==> src/pmcc_pkg.sv <==
// Purpose: Shared constants and types for the monitor configuration block
// Assumes: 25 MHz clock; register access through the serial bus engine
// Notes:   Field positions, reset value and wake-up timing live here
package pmcc_pkg;

  localparam int          REG_W          = 16;
  localparam logic [15:0] CFG_RESET      = 16'h0061;
  localparam logic [15:0] CFG_WRITE_MASK = 16'h007f;
  localparam int          EN_BIT         = 6;
  localparam int          SRC_LSB        = 4;
  localparam int          GAIN_LSB       = 2;
  localparam int          ATTEN_LSB      = 0;

  localparam logic [7:0]  GC_RESET       = 8'h06;
  localparam logic [7:0]  GC_ENABLE      = 8'h81;
  localparam logic [7:0]  GC_DISABLE     = 8'h82;

  localparam int          CLK_HZ         = 25000000;
  localparam int          WAKE_US        = 40;
  localparam int          WAKE_CYC       = (WAKE_US * (CLK_HZ / 1000000) < 1)
                                         ? 1 : WAKE_US * (CLK_HZ / 1000000);

  typedef enum logic [1:0] {
    PMCC_SRC_BUS    = 2'h0,
    PMCC_SRC_SHUNT  = 2'h1,
    PMCC_SRC_SUPPLY = 2'h2,
    PMCC_SRC_LOAD   = 2'h3
  } pmcc_src_t;

  typedef enum logic [1:0] {
    PMCC_GAIN_20  = 2'h0,
    PMCC_GAIN_128 = 2'h1,
    PMCC_GAIN_300 = 2'h2
  } pmcc_gain_t;

  typedef enum logic [1:0] {
    PMCC_ATT_2_5  = 2'h0,
    PMCC_ATT_1_5  = 2'h1,
    PMCC_ATT_1_10 = 2'h2
  } pmcc_att_t;

  // Power gain times 1000, rounded as printed
  localparam int          PGAIN_W        = 16;

  typedef struct packed {
    logic       enable;
    pmcc_src_t  source;
    pmcc_gain_t gain;
    pmcc_att_t  atten;
  } pmcc_front_end_t;

  typedef struct packed {
    logic        wr_strobe;
    logic [15:0] wr_data;
  } pmcc_wr_t;

  typedef struct packed {
    logic       gc_strobe;
    logic [7:0] gc_code;
  } pmcc_gc_t;

endpackage : pmcc_pkg

==> src/pmcc_config.sv <==
// Purpose: Configuration register and front-end decode of the monitor
// Assumes: Serial engine delivers decoded register writes and call codes
// Notes:   Analog path is outside; this block only steers it
`timescale 1ns/100ps
`default_nettype none
////////////////////////////////////////////////////////////////////////////////
// Overview of operation
// - Enable field zero disables measurement path
// - Enable field one returns to active
// - Result valid 40 us after wake
// - General-call enable/disable also toggle state
// - Call codes 81h enable, 82h disable, 06h reset
// - Bits D5:D4 select output source
// - Bits D3:D2 select shunt gain
// - Bits D1:D0 select bus attenuation
// - Power-on value 0x0061
// - Supply power takes bus from supply side
// - Load power takes bus from load side
// - Bus voltage mode always uses supply side
// - Power gain follows gain and attenuation pair
module pmcc_config #(
  parameter int WAKE_CYC = pmcc_pkg::WAKE_CYC
) (
  input  wire logic                      clock,
  input  wire logic                      rst_b,
  input  wire pmcc_pkg::pmcc_wr_t        cfg_wr,
  input  wire pmcc_pkg::pmcc_gc_t        gen_call,
  output var  logic [15:0]               monitor_configuration,
  output var  pmcc_pkg::pmcc_front_end_t front_end,
  output logic                           bus_from_load_side,
  output logic [15:0]                    power_gain_milli,
  output logic                           result_valid
);

  //////////////////////////////////////////////////////////////////////////////
  // Decode helpers
  function automatic logic [1:0] fix_code(input logic [1:0] code,
                                          input logic [1:0] dflt);
    fix_code = (code == 2'h3) ? dflt : code;
  endfunction : fix_code

  localparam logic [1:0] GAIN_DFLT = pmcc_pkg::CFG_RESET[3:2];
  localparam logic [1:0] ATT_DFLT  = pmcc_pkg::CFG_RESET[1:0];

  //////////////////////////////////////////////////////////////////////////////
  // Register and call handling
  logic [15:0] cfg;
  logic [15:0] next_cfg;

  wire gc_en  = gen_call.gc_strobe && gen_call.gc_code == pmcc_pkg::GC_ENABLE;
  wire gc_dis = gen_call.gc_strobe && gen_call.gc_code == pmcc_pkg::GC_DISABLE;
  wire gc_rst = gen_call.gc_strobe && gen_call.gc_code == pmcc_pkg::GC_RESET;

  // A call arriving with a register write wins for the enable bit,
  // since it is the later, bus-wide intent
  always_comb begin
    next_cfg = cfg;
    if (gc_rst) begin
      next_cfg = pmcc_pkg::CFG_RESET;
    end else begin
      if (cfg_wr.wr_strobe) begin
        next_cfg = cfg_wr.wr_data & pmcc_pkg::CFG_WRITE_MASK;
      end
      if (gc_en) begin
        next_cfg[pmcc_pkg::EN_BIT] = 1'b1;
      end else if (gc_dis) begin
        next_cfg[pmcc_pkg::EN_BIT] = 1'b0;
      end
    end
  end

  always_ff @(posedge clock or negedge rst_b) begin
    if (!rst_b) begin
      cfg <= pmcc_pkg::CFG_RESET;
    end else begin
      cfg <= next_cfg;
    end
  end

  //////////////////////////////////////////////////////////////////////////////
  // Front-end decode
  wire [1:0] src_raw  = cfg[pmcc_pkg::SRC_LSB +: 2];
  wire [1:0] gain_eff = fix_code(cfg[pmcc_pkg::GAIN_LSB +: 2], GAIN_DFLT);
  wire [1:0] att_eff  = fix_code(cfg[pmcc_pkg::ATTEN_LSB +: 2], ATT_DFLT);

  assign monitor_configuration = cfg;
  // Measurement path off while disabled; one driver for the whole struct
  assign front_end = '{
    enable: cfg[pmcc_pkg::EN_BIT],
    source: pmcc_pkg::pmcc_src_t'(src_raw),
    gain:   pmcc_pkg::pmcc_gain_t'(gain_eff),
    atten:  pmcc_pkg::pmcc_att_t'(att_eff)
  };

  // Only load power moves the bus tap; bus and supply modes use supply side
  assign bus_from_load_side =
    (src_raw == pmcc_pkg::PMCC_SRC_LOAD);

  //////////////////////////////////////////////////////////////////////////////
  // Power gain table, value times 1000
  always_comb begin
    case ({att_eff, gain_eff})
      4'h0:    power_gain_milli = 16'h0a6b; // 2/5, 20  -> 2.667
      4'h1:    power_gain_milli = 16'h42ab; // 2/5, 128 -> 17.067
      4'h2:    power_gain_milli = 16'h9c40; // 2/5, 300 -> 40
      4'h4:    power_gain_milli = 16'h0535; // 1/5, 20  -> 1.333
      4'h5:    power_gain_milli = 16'h2155; // 1/5, 128 -> 8.533
      4'h6:    power_gain_milli = 16'h4e20; // 1/5, 300 -> 20
      4'h8:    power_gain_milli = 16'h029b; // 1/10, 20  -> 0.667
      4'h9:    power_gain_milli = 16'h10ab; // 1/10, 128 -> 4.267
      4'ha:    power_gain_milli = 16'h2710; // 1/10, 300 -> 10
      default: power_gain_milli = 16'h0535;
    endcase
  end

  //////////////////////////////////////////////////////////////////////////////
  // Wake-up validity
  pmcc_wake_timer #(
    .WAKE_CYC (WAKE_CYC)
  ) u_wake (
    .clock        (clock),
    .rst_b        (rst_b),
    .enable       (cfg[pmcc_pkg::EN_BIT]),
    .result_valid (result_valid)
  );

endmodule : pmcc_config
`default_nettype wire

==> src/pmcc_wake_timer.sv <==
// Purpose: Wake-up interval counter after leaving the disabled state
// Assumes: enable is a registered level in the clock domain
// Notes:   Valid drops on the first edge after disable; restarts on every wake
`timescale 1ns/100ps
`default_nettype none
module pmcc_wake_timer #(
  parameter int WAKE_CYC = pmcc_pkg::WAKE_CYC
) (
  input  wire logic clock,
  input  wire logic rst_b,
  input  wire logic enable,
  output var  logic result_valid
);

  localparam int CW = $clog2(WAKE_CYC + 1);
  localparam logic [CW-1:0] LAST = CW'(WAKE_CYC);

  logic [CW-1:0] count;
  logic          enable_q;
  wire           done   = (count == LAST);
  wire           waking = enable & ~enable_q;

  always_ff @(posedge clock or negedge rst_b) begin
    if (!rst_b) begin
      count        <= '0;
      enable_q     <= 1'b0;
      result_valid <= 1'b0;
    end else begin
      enable_q <= enable;
      if (!enable || waking) begin
        count        <= '0;
        result_valid <= 1'b0;
      end else if (!done) begin
        count <= count + CW'(1);
      end else begin
        result_valid <= 1'b1;
      end
    end
  end

endmodule : pmcc_wake_timer
`default_nettype wire

==> config.mk <==
export PLATFORM = sky130hd
export DESIGN_NAME = pmcc_config
export DESIGN_NICKNAME = d
export VERILOG_FILES = /design/src/pmcc_pkg.sv /design/src/pmcc_config.sv /design/src/pmcc_wake_timer.sv
export SDC_FILE = /design/constraint.sdc
export NUM_CORES = 1
export LEC_CHECK = 0
export BUFFER_PORTS_ARGS = -buffer_cell sky130_fd_sc_hd__buf_2
export CORE_MARGIN = 2
export CORE_UTILIZATION = 25
export CTS_CLUSTER_DIAMETER = 60
export DETAILED_ROUTE_END_ITERATION = 10
export GPL_TIMING_DRIVEN = 0
export PLACE_DENSITY = 0.58
export SLEW_MARGIN = 30
export SYNTH_ARGS = -nofsm -noshare
export SYNTH_HDL_FRONTEND = slang
export SYNTH_HIERARCHICAL = 1
export SYNTH_SLANG_ARGS = --single-unit
==> constraint.sdc <==
create_clock -name clock -period 2.28 [get_ports clock]
set_input_delay 0.342 -clock clock [delete_from_list [all_inputs] [get_ports clock]]
set_output_delay 0.342 -clock clock [all_outputs]
set_load 0.03 [all_outputs]
* Word-level counts from Yosys, hierarchy flattened
Memories as Yosys holds them, arrays and structs flattened.
Cells that the tools add are included.
** Storage, ports and cells
- Bits in read-only memories :: 256
- Register bits :: 28
- Memories kept :: 1
- Output and inout bits :: 41
- Bits of input ports :: 28
- Word-level logic and storage cells :: 35
** Memories
- (no name shown) :: depth 16, bits a word 16, read ports 1, clocked after Yosys merged registers in 0, wr ports 0, RTL line pmcc_config.sv:102 : case ({att_eff, gain_eff})
** Cells by class
- Mux-type cells :: 10
- Add/subtract/negate cells :: 1
- Reductions and logical operators :: 8
- Eq/ne operators :: 8
- Bitwise gates (word level) :: 2
** Operators with widths (number)
- $mux W16 :: 2
- $mux W10 :: 2
- $eq A8 B8 Y1 const B :: 2
- $add A10 B1 Y10 const B :: 1
- $eq A10 B10 Y1 const B :: 1
- $eq A8 B3 Y1 const B :: 1
- $eq A2 B2 Y1 const B :: 3
- $mux W1 :: 4
- $mux W2 :: 2
- $reduce_bool A2 Y1 :: 2
- $reduce_bool A4 Y1 :: 1
- $logic_and A1 B1 Y1 :: 3
- $ne A2 B2 Y1 const B :: 1
- $and A1 B1 Y1 :: 1
- $logic_not A1 Y1 :: 1
- $logic_or A1 B1 Y1 :: 1
- $not A1 Y1 :: 1

* Logic depth before layout (Yosys ltp)
- Word-level depth :: 5
- Depth in mapped cells :: 5
- Depth with buffers taken out :: 5

* Cells and area by module
Netlist, hierarchy kept.
** Modules (own cells, without submodules)
- pmcc_config :: area each 688.2 sq um, cells an instance 84, seq. area each 178.9 sq um, instances 1
- pmcc_wake_timer :: area each 594.3 sq um, cells an instance 57, seq. area each 300.3 sq um, instances 1

* Worst setup path after synthesis
OpenSTA, ideal clock, no wires.
- Path type :: flip-flop to output port
- From :: reg cfg[2], in the netlist monitor_configuration[2]
- To :: out power_gain_milli[3]
- Data required time :: 1.938 ns
- Arrival :: 2.166 ns
- Path slack :: -0.228 ns
- Cell stages (with the launch flop) :: 6
- Buffers on the path :: 2
- Path through :: dfrtp_1 clkbuf_1 nand2b_1 inv_1 nor2_1 buf_4
** RTL lines
- from (decl) :: RTL line pmcc_config.sv:47 : logic [15:0] cfg;
- from (signal assigned) :: RTL line pmcc_config.sv:74 : cfg <= pmcc_pkg::CFG_RESET;
- from (signal assigned) :: RTL line pmcc_config.sv:76 : cfg <= next_cfg;
- to (decl) :: RTL line pmcc_config.sv:31 : output logic [15:0] power_gain_milli,

* Worst setup path in the final report
- From :: reg cfg[0], in the netlist monitor_configuration[0]
- To :: out power_gain_milli[11]
** Between the ends
- Longest elaborated chain between the ends :: 3
** Ends and longest elaborated chain
- $eq A2 B2 Y1 :: RTL line pmcc_config.sv:39 : fix_code = (code == 2'h3) ? dflt : code;
- $mux W2 * :: RTL line pmcc_config.sv:39
- $mem_v2 Z16 W16 *
Mark *: on every way between the ends. The rest lies on a longest branch, timed or not.

==> results.toml <==
[layout]
diodes = 0
fin_area_um2 = 1700
fill_cells = 542
nets = 233
regArea_um2 = 479
drive_gt1_share_pct = 41.1
final_util_pct = 33.7
stdcell_count = 272
syn2layout_area_growth_pct = 32.6
multi_input_area_um2 = 697

[timing]
fin_crit_ps = 2110
fmax_mhz = 473
finalMaxSlewViolations = 0
rsz0062_at_grt = "no"
final-hold-violation-count = 0
setup_violations = 0
min_period_over_period_pct = 92.8
skew_ps = 7.45

[synth]
seq_area_frac_synth_pct = 37.4
synth_seq_cells = 19
ys_warn_count = 6
yosysTopAreaCellShare_pct = 31.2
syn_inst = 141
ys.flop_type = "dfrtp_1"
synth.most_common_cell = "dfrtp_1"
synth-edff-count = 0
synth_cell_types = 49
synthTopCellsByCount = "dfrtp_1, buf_4, nand2_1, nor2_1"
synth_area_leader_cell = "dfrtp_1"
syn_area_um2 = 1280
syn_avg_cell_area_um2 = 9.10
async_flop_share_pct = 100
synth_area_leaders = "dfrtp_1, buf_4, dfstp_2"

[detailed_routing]
dr_total_vias = 1164
first_iter_violations = 17
wl_um = 2700
dr.pass1.iters = 4
routed_via_density = 4.28
antenna_left = 0
wl_per_cell_um = 9.93
drc = 0

[clocking]
cts-htree-levels = 1
clkLatencyLatePin_ps = 260
cts_setup_buffers = 0
cts_root_buf = "clkbuf_8"
path_clk_slew_ps = 70
clock_path_buffers = 2
cts_sinks = 19
cts_buffers = 3
post_cts_resized = 0
ctsHoldBuffers = 0
cts_tree = "yes"

[floorplanning]
fp.coreArea_um2 = 5040
fp-row-count = 26
dieHeight_um = 75.6
die_w_um = 75.6
dieArea_um2 = 5720
io_pins = 69
initial_core_util_pct = 25.4

[power_and_ir_drop]
vdd_drop_max_uv = 222
total_power_uw = 988
powerDensity_nw_per_um2 = 581
power.leakage_uw = 0.000839

[global_route]
grt_max_degree = 20
use_met3_pct = 1.46
busiest_layer = "met2"
antenna_found_initial = 0
grtUsageMet1_pct = 12.5
grt-ovfl-total = 0
grt_pass1_vias = 1004
grt_use_total_pct = 9.99
met2_usage_pct = 16.3
grt_pass1_wl_um = 4360

[flow_run]
drv_cap = 0

[placed_design]
placed_area_um2 = 1650
post-dp-hpwl_um = 2110
gp_congestion = 0.749
portBuffers = 49
placed_cells = 268

[worst_setup_path]
arrival_ps = 1770
endpoint_kind = "output pin"
worst-path-max-fanout = 10
rr_startpoint = "u_wake/count[1]"
rr_endpoint = "u_wake/count[8]"
cp_common_cell = "o21ai_0"
crit_slowest_cell = "dfstp_2"
crit_chain = "buf_1, nor2_1, o21ai_0, o21ai_0, buf_2"
critical-path-max-stage-delay_ps = 570
worstPathRequired_ps = 1940
worstSetupStartpointType = "flop"
r2r_slack_ps = 830
r2r.worst_path.cells = 4
crit_type = "flop to output pin"

[worst_hold_path]
hp-class = "input pin to async pin"

[run_status]
status = "finished clean"
[placed cells by master (no fill, tap or decap), types with 3 or more instances in the layout]
cell type  instances
nor2b_1            5
buf_4             13
clkbuf_1           3
o31ai_1            3
conb_1             9
mux2i_1            7
or4_1              3
inv_1              6
buf_2             51
a21oi_1            6
o21ai_0            5
dfstp_2            3
dfrtp_1           16
nor2_1             8
clkbuf_8           3
nand2_1           12
[per-layer routing]
layer / part of all wire, % / wire (um) / vias to the layer above
met5: 0 / 0 / -
met4: 2.3 / 61 / 0
met3: 6.0 / 163 / 4
met2: 44 / 1190 / 42
met1: 48 / 1290 / 519
li1: - / - / 599
[sequential cells by signal (all words and copies together) (netlist names)]
name                   count
u_wake/count              10
u_wake/enable_q            1
u_wake/result_valid        1
monitor_configuration      7
[kinds of logic (layout without fill, tap and decap cells)]
logic type | after synthesis | count (layout) | synth area share, %
AO/OA/AOI/OAI | 23 | 23 | 11.5
multiplexers | 7 | 7 | 5.46
adder cells (fa/ha/maj) | 4 | 4 | 3.51
AND/OR/NAND/NOR | 59 | 59 | 28.5
XOR/XNOR | 3 | 3 | 2.05
other | 1 | 9 | 0.292
buffers and inverters | 25 | 78 | 11.3
flip-flops | 19 | 19 | 37.4
[per-stage QoR]
stage / setup slack [ps] / hold slack, ps / TNS, ps
after floorplan: -53.3 / 46.4 / -53.3
after global placement: 473 / 310 / 0
after detailed placement: 439 / 311 / 0
after CTS: 140 / 25.4 / 0
after global routing: 21.3 / 42.3 / 0
final: 165 / 9.66 / 0
[worst max path at each step]
stage | startpoint | end | depth (start not counted)
6_report | monitor_configuration[0] | power_gain_milli[11] | 5
5_1_grt | monitor_configuration[0] | power_gain_milli[11] | 5
4_1_cts | monitor_configuration[0] | power_gain_milli[11] | 5
3_5_place_dp | monitor_configuration[0] | power_gain_milli[11] | 5
3_3_place_gp | monitor_configuration[0] | power_gain_milli[11] | 5
2_1_floorplan | monitor_configuration[2] | power_gain_milli[3] | 5
[critical path: cells and delay by family (launching register included)]
family	cells	cell delay [ps]
flops	1	570
buf+inv	2	580
compound gates	2	260
simple gates	1	100
[where the power goes]
group / switching (uW) / total [uW] / internal, uW
registers: 15.6 / 374 / 358
clock network: 112 / 234 / 122
logic: 255 / 380 / 125
total: 383 / 988 / 605
[layout make-up]
cell class | instances | share of cell area (%)
Timing Repair Buffer | 49 | 14.4
Buffer | 19 | 7.21
Multi-Input combinational cell | 105 | 41.0
Inverter | 6 | 1.32
Clock buffer | 3 | 2.43
Tap cell | 70 | 5.15
Sequential cell | 19 | 28.2
Clock inverter | 1 | 0.294
(Power assumes the default switching activity.)
